File: config.mk
export PLATFORM = sky130hd
export DESIGN_NAME = usis_top
export DESIGN_NICKNAME = d
export VERILOG_FILES = /design/src/usis_pkg.sv /design/src/usis_top.sv
export SDC_FILE = /design/constraint.sdc
export NUM_CORES = 1
export LEC_CHECK = 0
export ABC_CLOCK_PERIOD_IN_PS = 1300
export BUFFER_PORTS_ARGS = -buffer_cell sky130_fd_sc_hd__buf_4
export CELL_PAD_IN_SITES_DETAIL_PLACEMENT = 0
export CELL_PAD_IN_SITES_GLOBAL_PLACEMENT = 1
export CORE_AREA = 3 3 120 99
export DETAILED_ROUTE_END_ITERATION = 6
export DIE_AREA = 0 0 123 102
export GPL_ROUTABILITY_DRIVEN = 0
export PLACE_DENSITY = 0.72
export SLEW_MARGIN = 20
export SYNTH_ARGS = -nofsm -noshare
export SYNTH_HDL_FRONTEND = slang
export SYNTH_SLANG_ARGS = --single-unit
File: constraint.sdc
create_clock -name pclk -period 1.3 [get_ports pclk]
set_input_delay 0 -clock pclk [delete_from_list [all_inputs] [get_ports pclk]]
set_output_delay 0 -clock pclk [all_outputs]
set_load 0.05 [all_outputs]
File: src/usis_pkg.sv
// package for the serial transceiver interrupt and status block
package usis_pkg;
  // ==========================================================
  // register byte offsets
  localparam logic [7:0] OFF_IER = 8'h08;
  localparam logic [7:0] OFF_IDR = 8'h0C;
  localparam logic [7:0] OFF_IMR = 8'h10;
  localparam logic [7:0] OFF_CSR = 8'h14;
  localparam logic [7:0] OFF_CMD = 8'h00;
  localparam logic [7:0] OFF_TOV = 8'h24;
  // ==========================================================
  // status bit positions
  localparam int B_RX_CHAR_READY = 0;
  localparam int B_TXFREE = 1;
  localparam int B_BRK = 2;
  localparam int B_RXEND = 3;
  localparam int B_TXEND = 4;
  localparam int B_OVR = 5;
  localparam int B_FRM = 6;
  localparam int B_PAR = 7;
  localparam int B_TMO = 8;
  localparam int B_TXEMP = 9;
  localparam int B_ITER = 10;
  localparam int B_TX_DMA_BUFFER_EMPTY = 11;
  localparam int B_RX_DMA_BUFFER_FULL = 12;
  localparam int B_NOT_ACKNOWLEDGED_FLAG = 13;
  localparam int B_CHG = 16;
  localparam int B_LVL = 20;
  // ==========================================================
  // command register bit positions (own layout)
  localparam int C_STATUS_CLR = 0;
  localparam int C_TMO_ARM = 1;
  localparam int C_ITER_CLR = 2;
  localparam int C_NOT_ACKNOWLEDGED_FLAG_CLR = 3;
  localparam int C_RX_EN = 4;
  localparam int C_RX_DIS = 5;
  localparam int C_TX_EN = 6;
  localparam int C_TX_DIS = 7;
  localparam int C_BRK_START = 8;
  localparam int C_BRK_STOP = 9;
  // ==========================================================
  localparam logic [31:0] MASK_FULL = 32'h000F3FFF;
  localparam logic [31:0] MASK_SMALL = 32'h00083FFF;
  localparam logic [31:0] MASK_RST = 32'h00000000;
  localparam logic [15:0] TOV_RST = 16'h0000;
  localparam logic [3:0] MODEM_RST = 4'hF;

  // receiver and transmitter events from the datapath
  typedef struct packed {
    logic char_done;
    logic holding_read;
    logic brk_edge;
    logic overrun;
    logic frame_err;
    logic parity_err;
    logic timeout_hit;
    logic iter_max;
    logic not_acknowledged_flag;
  } usis_rx_ev_t;

  typedef struct packed {
    logic holding_full;
    logic shift_busy;
  } usis_tx_st_t;

  typedef struct packed {
    logic rx_end;
    logic tx_end;
    logic tx_buf_empty;
    logic rx_buf_full;
  } usis_dma_t;
endpackage

File: src/usis_top.sv
// interrupt, mask and channel status logic of a serial transceiver, with apb slave
// ==========================================================
// Behaviour
// - write-only set register enables sources at bits 0..13 and 16..19
// - write-only clear register disables sources at the same positions
// - read-only mask view shows which sources are enabled
// - char ready sets on character, clears on read or receiver disable
// - holding free low when full, break pending or transmitter disabled
// - break flag latched on break or break end until status clear
// - dma end bits follow dma end signals unlatched
// - overrun flag latched until status clear
// - framing flag latched on low stop bit until status clear
// - parity flag latched until status clear
// - timeout flag set on expiry after arm; clear while value zero
// - all drained only when holding and shift empty and tx enabled
// - iteration flag latched until iteration clear command
// - dma buffer bits follow dma buffer signals
// - not acknowledged flag latched until its clear command
// - modem change flags set on pin change, cleared by status read
// - status bits 20..23 show synchronised modem input levels, two cycles behind the pins
// - reduced build keeps only the send permit change flag
`timescale 1ns/1ps
`default_nettype none
module usis_top #(
  parameter bit FULL_MODEM = 1'b1
) (
  input wire logic pclk,
  input wire logic presetn,
  input wire logic psel,
  input wire logic penable,
  input wire logic pwrite,
  input wire logic [7:0] paddr,
  input wire logic [31:0] pwdata,
  output logic [31:0] prdata,
  output logic pready,
  output logic pslverr,
  input wire usis_pkg::usis_rx_ev_t rx_ev,
  input wire usis_pkg::usis_tx_st_t tx_st,
  input wire usis_pkg::usis_dma_t dma,
  input wire logic call_alert_level,
  input wire logic peer_set_ready_level,
  input wire logic carrier_sense_level,
  input wire logic send_permit_level,
  output logic rx_enabled,
  output logic tx_enabled,
  output logic break_pending,
  output logic timeout_armed_pulse,
  output logic [15:0] timeout_value,
  output logic irq
);
  // ==========================================================
  // bus decode
  localparam logic [31:0] SRC_MASK = FULL_MODEM ? usis_pkg::MASK_FULL : usis_pkg::MASK_SMALL;
  logic wr_en, rd_en;
  assign wr_en = psel && penable && pwrite;
  assign rd_en = psel && penable && !pwrite;
  assign pready = 1'b1;

  logic hit;
  always_comb begin
    case (paddr)
      usis_pkg::OFF_IER, usis_pkg::OFF_IDR, usis_pkg::OFF_IMR, usis_pkg::OFF_CSR,
      usis_pkg::OFF_CMD, usis_pkg::OFF_TOV: hit = 1'b1;
      default: hit = 1'b0;
    endcase
  end
  assign pslverr = psel && penable && !hit;

  logic wr_ier, wr_idr, wr_cmd, wr_tov, rd_csr;
  assign wr_ier = wr_en && paddr == usis_pkg::OFF_IER;
  assign wr_idr = wr_en && paddr == usis_pkg::OFF_IDR;
  assign wr_cmd = wr_en && paddr == usis_pkg::OFF_CMD;
  assign wr_tov = wr_en && paddr == usis_pkg::OFF_TOV;
  assign rd_csr = rd_en && paddr == usis_pkg::OFF_CSR;

  logic [31:0] cmd;
  assign cmd = wr_cmd ? pwdata : 32'h00000000;

  // ==========================================================
  // modem pin synchronisers
  logic [3:0] modem_pin, sync1_reg, sync2_reg, last_reg;
  assign modem_pin = {send_permit_level, carrier_sense_level, peer_set_ready_level, call_alert_level};
  always_ff @(posedge pclk or negedge presetn) begin
    if (!presetn) begin
      sync1_reg <= usis_pkg::MODEM_RST;
      sync2_reg <= usis_pkg::MODEM_RST;
      last_reg <= usis_pkg::MODEM_RST;
    end else begin
      sync1_reg <= modem_pin;
      sync2_reg <= sync1_reg;
      last_reg <= sync2_reg;
    end
  end

  // ==========================================================
  // control, mask and sticky flags
  logic [31:0] mask_reg, mask_next;
  logic [15:0] tov_reg, tov_next;
  logic rx_en_reg, rx_en_next, tx_en_reg, tx_en_next, brk_reg, brk_next;
  logic rdy_reg, rdy_next, pend_reg, pend_next;
  logic brk_f_reg, brk_f_next, ovr_reg, ovr_next, frm_reg, frm_next, par_reg, par_next;
  logic tmo_reg, tmo_next, arm_reg, arm_next, iter_reg, iter_next, not_acknowledged_flag_reg, not_acknowledged_flag_next;
  logic [3:0] chg_reg, chg_next;

  always_comb begin
    mask_next = mask_reg;
    if (wr_ier) begin
      mask_next = mask_reg | (pwdata & SRC_MASK);
    end
    if (wr_idr) begin
      mask_next = mask_reg & ~(pwdata & SRC_MASK);
    end
    tov_next = wr_tov ? pwdata[15:0] : tov_reg;
    rx_en_next = rx_en_reg;
    if (cmd[usis_pkg::C_RX_EN]) rx_en_next = 1'b1;
    if (cmd[usis_pkg::C_RX_DIS]) rx_en_next = 1'b0;
    tx_en_next = tx_en_reg;
    if (cmd[usis_pkg::C_TX_EN]) tx_en_next = 1'b1;
    if (cmd[usis_pkg::C_TX_DIS]) tx_en_next = 1'b0;
    brk_next = brk_reg;
    if (cmd[usis_pkg::C_BRK_START]) brk_next = 1'b1;
    if (cmd[usis_pkg::C_BRK_STOP]) brk_next = 1'b0;
    // characters completing while disabled are remembered and shown again on enable
    pend_next = pend_reg;
    if (rx_ev.char_done) pend_next = 1'b1;
    if (rx_ev.holding_read) pend_next = 1'b0;
    rdy_next = rx_en_next && pend_next;
    // sticky flags: set wins over a same-cycle clear, except that a zero timeout value clears the timeout flag
    brk_f_next = (brk_f_reg && !cmd[usis_pkg::C_STATUS_CLR]) || rx_ev.brk_edge;
    ovr_next = (ovr_reg && !cmd[usis_pkg::C_STATUS_CLR]) || rx_ev.overrun;
    frm_next = (frm_reg && !cmd[usis_pkg::C_STATUS_CLR]) || rx_ev.frame_err;
    par_next = (par_reg && !cmd[usis_pkg::C_STATUS_CLR]) || rx_ev.parity_err;
    arm_next = (arm_reg || cmd[usis_pkg::C_TMO_ARM]) && !rx_ev.timeout_hit;
    tmo_next = tmo_reg && !cmd[usis_pkg::C_TMO_ARM];
    if (rx_ev.timeout_hit && arm_reg) tmo_next = 1'b1;
    if (tov_next == usis_pkg::TOV_RST) tmo_next = 1'b0;
    iter_next = (iter_reg && !cmd[usis_pkg::C_ITER_CLR]) || rx_ev.iter_max;
    not_acknowledged_flag_next = (not_acknowledged_flag_reg && !cmd[usis_pkg::C_NOT_ACKNOWLEDGED_FLAG_CLR]) || rx_ev.not_acknowledged_flag;
    chg_next = (rd_csr ? 4'h0 : chg_reg) | ((sync2_reg ^ last_reg) & SRC_MASK[19:16]);
  end

  always_ff @(posedge pclk or negedge presetn) begin
    if (!presetn) begin
      mask_reg <= usis_pkg::MASK_RST;
      tov_reg <= usis_pkg::TOV_RST;
      rx_en_reg <= 1'b0;
      tx_en_reg <= 1'b0;
      brk_reg <= 1'b0;
      pend_reg <= 1'b0;
      rdy_reg <= 1'b0;
      brk_f_reg <= 1'b0;
      ovr_reg <= 1'b0;
      frm_reg <= 1'b0;
      par_reg <= 1'b0;
      tmo_reg <= 1'b0;
      arm_reg <= 1'b0;
      iter_reg <= 1'b0;
      not_acknowledged_flag_reg <= 1'b0;
      chg_reg <= 4'h0;
    end else begin
      mask_reg <= mask_next;
      tov_reg <= tov_next;
      rx_en_reg <= rx_en_next;
      tx_en_reg <= tx_en_next;
      brk_reg <= brk_next;
      pend_reg <= pend_next;
      rdy_reg <= rdy_next;
      brk_f_reg <= brk_f_next;
      ovr_reg <= ovr_next;
      frm_reg <= frm_next;
      par_reg <= par_next;
      tmo_reg <= tmo_next;
      arm_reg <= arm_next;
      iter_reg <= iter_next;
      not_acknowledged_flag_reg <= not_acknowledged_flag_next;
      chg_reg <= chg_next;
    end
  end

  // ==========================================================
  // status word
  logic [31:0] status;
  always_comb begin
    status = 32'h00000000;
    status[usis_pkg::B_RX_CHAR_READY] = rdy_reg;
    status[usis_pkg::B_TXFREE] = tx_en_reg && !tx_st.holding_full && !brk_reg;
    status[usis_pkg::B_BRK] = brk_f_reg;
    status[usis_pkg::B_RXEND] = dma.rx_end;
    status[usis_pkg::B_TXEND] = dma.tx_end;
    status[usis_pkg::B_OVR] = ovr_reg;
    status[usis_pkg::B_FRM] = frm_reg;
    status[usis_pkg::B_PAR] = par_reg;
    status[usis_pkg::B_TMO] = tmo_reg;
    status[usis_pkg::B_TXEMP] = tx_en_reg && !tx_st.holding_full && !tx_st.shift_busy;
    status[usis_pkg::B_ITER] = iter_reg;
    status[usis_pkg::B_TX_DMA_BUFFER_EMPTY] = dma.tx_buf_empty;
    status[usis_pkg::B_RX_DMA_BUFFER_FULL] = dma.rx_buf_full;
    status[usis_pkg::B_NOT_ACKNOWLEDGED_FLAG] = not_acknowledged_flag_reg;
    status[usis_pkg::B_CHG +: 4] = chg_reg;
    status[usis_pkg::B_LVL +: 4] = sync2_reg;
  end

  // ==========================================================
  // read data and outputs; read data registered at the setup edge
  logic [31:0] rdata_next, rdata_reg;
  logic irq_reg;
  always_comb begin
    rdata_next = rdata_reg;
    if (psel && !penable && !pwrite) begin
      case (paddr)
        usis_pkg::OFF_IMR: rdata_next = mask_reg;
        usis_pkg::OFF_CSR: rdata_next = status;
        usis_pkg::OFF_TOV: rdata_next = {16'h0000, tov_reg};
        default: rdata_next = 32'h00000000;
      endcase
    end
  end
  always_ff @(posedge pclk or negedge presetn) begin
    if (!presetn) begin
      rdata_reg <= 32'h00000000;
      irq_reg <= 1'b0;
    end else begin
      rdata_reg <= rdata_next;
      irq_reg <= |(status & mask_reg);
    end
  end
  assign prdata = rdata_reg;
  assign irq = irq_reg;
  assign rx_enabled = rx_en_reg;
  assign tx_enabled = tx_en_reg;
  assign break_pending = brk_reg;
  assign timeout_armed_pulse = cmd[usis_pkg::C_TMO_ARM];
  assign timeout_value = tov_reg;
endmodule
`default_nettype wire

==> impl_metrics.py, run 1 <==
metrics = {
    "yosys": {
        "synth.avg_cell_area_um2": 12.4,
        "synth.ff_latch_count": 88,
        "synth_top_area_share_pct": 49.4,
        "ys_warn_count": 0,
        "synth_cells": 312,
        "synth_commonest_cells": "dfrtp_1 (76), mux2_2 (33), nand2_1 (26)",
        "post-synth-top-area-cell": "dfrtp_1",
        "synth_ff_type": "dfrtp_1",
        "ys_top_cells_by_area": "dfrtp_1 (49%), mux2_2 (9.6%), dfstp_2 (8.2%)",
        "yosysMostFrequentCell": "dfrtp_1",
        "yosysSeqAreaShare_pct": 57.5,
        "yosysUniqueCellTypes": 42,
        "synthArstFlopShare_pct": 100,
        "synth_area_um2": 3850,
        "synth_edf_count": 0,
    },
    "power": {
        "pwr-share-seq_pct": 46.8,
        "max-vdd-ir-drop_mv": 0.732,
        "switching_share_pct": 24.1,
        "clockPowerShare_pct": 41.7,
        "power_mw": 6.05,
        "p_comb_share_pct": 11.5,
        "switchingPower_mw": 1.46,
        "internal_power_mw": 4.60,
        "p_per_area_nw_per_um2": 1040,
        "leakage_nw": 2.80,
    },
    "placed_design": {
        "hpwl_mm": 8.73,
        "place_worst_setup_slack_ns": -0.339,
        "numPortBuffers": 97,
        "dp.cells": 593,
    },
    "job": {
        "drv_cap": 0,
    },
    "floorplanning": {
        "dieArea_um2": 12500,
        "die_w_um": 123,
        "die_h_um": 102,
        "start_util_pct": 35.8,
        "num_rows": 34,
        "boundaryPins": 119,
        "core-area_um2": 10800,
    },
    "final_layout": {
        "nets": 562,
        "syn2layout_area_growth_pct": 51.6,
        "fin_cells": 647,
        "final_layout_size_suffix_gt1_share_pct": 44.9,
        "n_antenna_cell": 0,
    },
    "critical_path": {
        "end_kind": "register",
        "r2r_setup_slack_ns": -0.18,
        "critPathRequiredTime_ns": 1.52,
        "start_kind": "register",
        "path_max_fanout": 2,
        "arrival_ns": 1.69,
        "crit_type": "register to register",
    },
    "grt": {
        "grt_max_degree": 46,
        "grt_first_pass_wirelength_mm": 18.7,
        "busiest_layer": "met2",
        "antenna_found_initial": 0,
        "overflow": 0,
        "grtUsageMet2_pct": 31.5,
        "grt_pass1_vias": 3402,
        "met1_usage_pct": 27.9,
        "gr-usage-met3_pct": 5.37,
        "grt.total_usage_pct": 19.8,
    },
    "clock_network": {
        "path_clk_slew_ns": 0.07,
        "root_buffer": "clkbuf_16",
        "htreeDepth": 3,
        "clk_latency_ns": 0.34,
        "cts_inserted_buffers": 9,
        "clock_sinks": 88,
        "cts_tree": "yes",
        "clockBufferDepth": 2,
    },
    "sta": {
        "holdWs_ns": 0.00999,
        "rsz0062_at_grt": "true",
        "setup_violations": 1,
        "fin_ws_ns": -0.176,
        "final_max_slew_viol_count": 0,
        "tns_ns": -0.176,
        "timing.fmax_ghz": 0.677,
        "skew_ns": 0.00991,
        "period_share_pct": 114,
        "hold_violations": 0,
        "final.min_clock_period_ns": 1.48,
    },
    "run_status": {
        "violations": "setup timing",
        "status": "finished, violations left",
    },
    "drt": {
        "firstDrtPassIters": 4,
        "vias": 3239,
        "routedWlPerCell_um": 18.2,
        "routed_wirelength_mm": 11.8,
        "drtIter0Drc": 204,
        "drc_errors": 0,
        "ant_nets": 0,
        "viasPerCell": 5.01,
    },
    "worst_hold_path": {
        "hold_class": "input pin to register",
    },
}
## repair_timing
| item | in CTS | in global routing |
|---|---|---|
| hold endpoints to repair | 117 | 0 |
| gates resized for setup | 3 | 4 |
| setup buffers | 0 | 1 |
| endpoints found under the setup margin | 2 | 3 |
| pin swaps | 2 | 1 |
| hold buffers | 37 | 0 |
## worst paths after layout
check,end,from,cells after the start
min in group asynchronous,timeout_value[6],presetn,2
max reg2reg,irq,iter_reg,4
min,prdata[9],tx_st[0],4
max,irq,iter_reg,4
max in group asynchronous,sync1_reg[3],presetn,3
min reg2reg,sync2_reg[2],sync1_reg[2],0
## power by group through the flow
stage | combinational (mW) | sequential [mW] | clock [mW]
after floorplan | 0.211 | 2.93 | 0
after global placement | 0.596 | 2.88 | 0
after global routing | 0.750 | 2.83 | 2.71
final | 0.696 | 2.83 | 2.53
after CTS | 0.695 | 2.83 | 2.60
after detailed placement | 0.602 | 2.88 | 0
## area by class of cell
type	instances	area, µm²
flip-flops and latches	88	2220
clock buffers	13	272
inverters	2	7.51
repair buffers	190	1570
well taps	144	180
fillers	942	4920
clock inverters	3	25.0
multi-input cells	207	1570
## cells in the final DEF, fill, tap and decap left out, types with 2 or more instances in the layout
master,Yosys,layout
dfstp_2,12,12
buf_12,0,4
o21ai_0,15,15
clkinv_4,0,2
nor3_2,1,2
mux2_2,33,32
nand2_1,26,26
a221o_1,4,4
clkbuf_1,6,2
nor2_1,8,8
nor3_1,5,4
a22oi_1,19,19
clkbuf_16,0,10
mux2i_1,13,13
a21o_1,10,10
nor4_1,9,7
inv_1,2,2
a21oi_1,11,11
nand2b_1,3,3
and2_0,4,4
a221oi_2,0,2
buf_4,10,148
and3_1,2,2
nand4_1,4,4
nor4_4,1,2
xor2_1,4,4
nand3_1,4,4
dlygate4sd3_1,0,37
a22o_1,6,6
dfrtp_1,76,75
conb_1,2,9
## routing by layer
metal / part of all wire, % / vias up
met5: 0 / -
met4: 0.34 / 0
met3: 7.4 / 7
met2: 46 / 111
met1: 46 / 1605
li1: - / 1516
## cell families after synthesis
logic type / synth area share, %
muxes: 13.3
other: 0.195
AOI/OAI and AO/OA: 12.1
xor gates and xnor gates: 0.909
DFF: 57.5
and+or+nand+nor: 11.9
buffers and inverters: 3.99
## critical path, cell delays in order (launching register included)
cell and delay [ns]:
dfrtp_1 0.37, a22o_1 0.27, a221oi_2 0.26, nand3_1 0.13
or3_1 0.32
## per-stage QoR
stage,area (µm²),utilization (%)
3_5_place_dp,5130,47.7
5_1_grt,5840,54.3
3_3_place_gp,5130,47.7
4_1_cts,5820,54.0
2_1_floorplan,3910,-
6_report,5840,54.3
Power figures use the tool's default switching activity.
==> run 2, diff against run 1 <==
--- a/config.mk
+++ b/config.mk
@@ -14,6 +14,7 @@
 export DIE_AREA = 0 0 123 102
 export GPL_ROUTABILITY_DRIVEN = 0
 export PLACE_DENSITY = 0.72
+export SKIP_CTS_REPAIR_TIMING = 1
 export SLEW_MARGIN = 20
 export SYNTH_ARGS = -nofsm -noshare
 export SYNTH_HDL_FRONTEND = slang
==> run 2 against run 1 <==
Compared with the run above: the flow finishes with violations (hold timing, setup timing); die area stayed put; utilization is 0.63 points lower; sequential share of layout area grew 0.42 points; maximum frequency is essentially flat; critical path type unchanged.
==> impl_metrics.py, run 2 (synthesis results as in run 1) <==
metrics = {
    "critical_path": {
        "startpoint": "iter_reg",
        "crit_type": "register to register",
        "start_kind": "register",
        "reg2reg_depth": 4,
        "path_max_fanout": 2,
        "endpoint": "irq",
        "r2r_setup_slack_ns": -0.18,
        "r2r_start": "iter_reg",
        "arrival_ns": 1.69,
        "critPathRequiredTime_ns": 1.52,
        "end_kind": "register",
        "r2r_end": "irq",
    },
    "floorplanning": {
        "core-area_um2": 10800,
        "start_util_pct": 35.8,
        "num_rows": 34,
        "die_h_um": 102,
        "dieArea_um2": 12500,
        "die_w_um": 123,
        "boundaryPins": 119,
    },
    "grt": {
        "antenna_found_initial": 0,
        "overflow": 0,
        "grt_pass1_vias": 3252,
        "grt_max_degree": 46,
        "grt_first_pass_wirelength_mm": 18.0,
        "grt.total_usage_pct": 19.2,
    },
    "placed_design": {
        "hpwl_mm": 8.73,
        "numPortBuffers": 97,
        "dpl_cell_area_um2": 5130,
        "dp.cells": 593,
    },
    "sta": {
        "setup_violations": 2,
        "fin_ws_ns": -0.176,
        "timing.fmax_ghz": 0.678,
        "period_share_pct": 114,
        "final.min_clock_period_ns": 1.48,
        "rsz0062_at_grt": "true",
        "final_max_slew_viol_count": 0,
        "hold_violations": 5,
        "skew_ns": 0.00896,
        "holdWs_ns": -0.0230,
    },
    "power": {
        "leakage_nw": 2.77,
        "p_comb_share_pct": 11.3,
        "switching_share_pct": 24.2,
        "internal_power_mw": 4.58,
        "max-vdd-ir-drop_mv": 0.732,
        "clockPowerShare_pct": 41.9,
        "p_per_area_nw_per_um2": 1050,
        "pwr-share-seq_pct": 46.8,
        "switchingPower_mw": 1.47,
    },
    "drt": {
        "ant_nets": 0,
        "routed_wirelength_mm": 11.8,
        "viasPerCell": 5.03,
        "firstDrtPassIters": 4,
        "drtIter0Drc": 214,
        "routedWlPerCell_um": 18.4,
        "vias": 3225,
        "drc_errors": 0,
    },
    "clock_network": {
        "clockBufferDepth": 2,
        "clk_latency_ns": 0.34,
        "cts_tree": "yes",
        "clock_sinks": 88,
        "cts_inserted_buffers": 9,
        "htreeDepth": 3,
        "path_clk_slew_ns": 0.07,
        "root_buffer": "clkbuf_16",
    },
    "final_layout": {
        "n_antenna_cell": 0,
        "final_common_cell": "buf_4",
        "fin_util_pct": 53.7,
        "fin_cells": 641,
        "final_layout_size_suffix_gt1_share_pct": 45.1,
        "fillers": 952,
        "nets": 556,
        "syn2layout_area_growth_pct": 49.9,
        "layout_common_cells": "buf_4 (147), dfrtp_1 (76), mux2_2 (32), dlygate4sd3_1 (32), nand2_1 (26)",
        "stdcell_area_um2": 5780,
    },
    "job": {
        "drv_cap": 0,
    },
    "run_status": {
        "violations": "hold timing, setup timing",
        "status": "finished, violations left",
    },
    "worst_hold_path": {
        "worst_hold_path.num_cells": 3,
        "hold_class": "input pin to register",
    },
}
[run 2: cell types whose count changed in the layout (fill, tap and decap cells not counted)]
cell           before  now
dfrtp_2             1    0
dfrtp_1            75   76
dlygate4sd3_1      37   32
nor4_4              2    1
nor4_2              1    2
buf_4             148  147
[run 2: final cells by class]
cell class,instances,area (µm²),share of cell area [%]
multi-input combinational,207,1560,27.0
tap,144,180,3.12
sequential,88,2220,38.4
clock inverter,3,25.0,0.433
inverter,2,7.51,0.130
clock buffer,13,272,4.70
timing repair buffer,184,1520,26.2
[run 2: worst min-delay path by stage]
stage / slack [ns] / start / end
2_1_floorplan: -0.30 / presetn / asynchronous set/reset pin
3_3_place_gp: -0.09 / presetn / timeout_value[5]
3_5_place_dp: -0.09 / presetn / timeout_value[7]
4_1_cts: -0.45 / presetn / timeout_value[6]
5_1_grt: 0.004 / dma[1] / irq
6_report: -0.02 / dma[0] / prdata[12]
[run 2: metrics by stage]
step	setup slack, ns	power, mW	hold slack, ns	TNS (ns)
after floorplan	-0.0366	3.14	-0.296	-0.303
after global placement	-0.293	3.47	-0.0861	-3.39
after detailed placement	-0.339	3.48	-0.0854	-3.61
after CTS	-0.343	6.03	-0.451	-0.375
after global routing	-0.248	6.28	0.00395	-0.376
final	-0.176	6.05	-0.0230	-0.177
[run 2: worst max-delay path, cell delays in order, from the launching register on]
cell and delay [ns]:
dfrtp_1 0.37, a22o_1 0.27, a221oi_2 0.25, nand3_1 0.14, or3_1 0.33
[run 2: power by group through the flow]
stage / logic, mW / registers, mW / clock network (mW)
final: 0.683 / 2.83 / 2.53
after global routing: 0.734 / 2.83 / 2.71
after CTS: 0.604 / 2.83 / 2.60
after detailed placement: 0.602 / 2.88 / 0
after global placement: 0.596 / 2.88 / 0
after floorplan: 0.211 / 2.93 / 0
[run 2: routing by layer]
| layer | global-route usage [%] | up-vias | share of wire (%) |
|---|---|---|---|
| met4 | 3.23 | 0 | 0.56 |
| met2 | 30.0 | 122 | 46 |
| met1 | 27.1 | 1593 | 46 |
| li1 | - | 1502 | - |
| met3 | 5.64 | 8 | 7.6 |
| met5 | 0 | - | 0 |
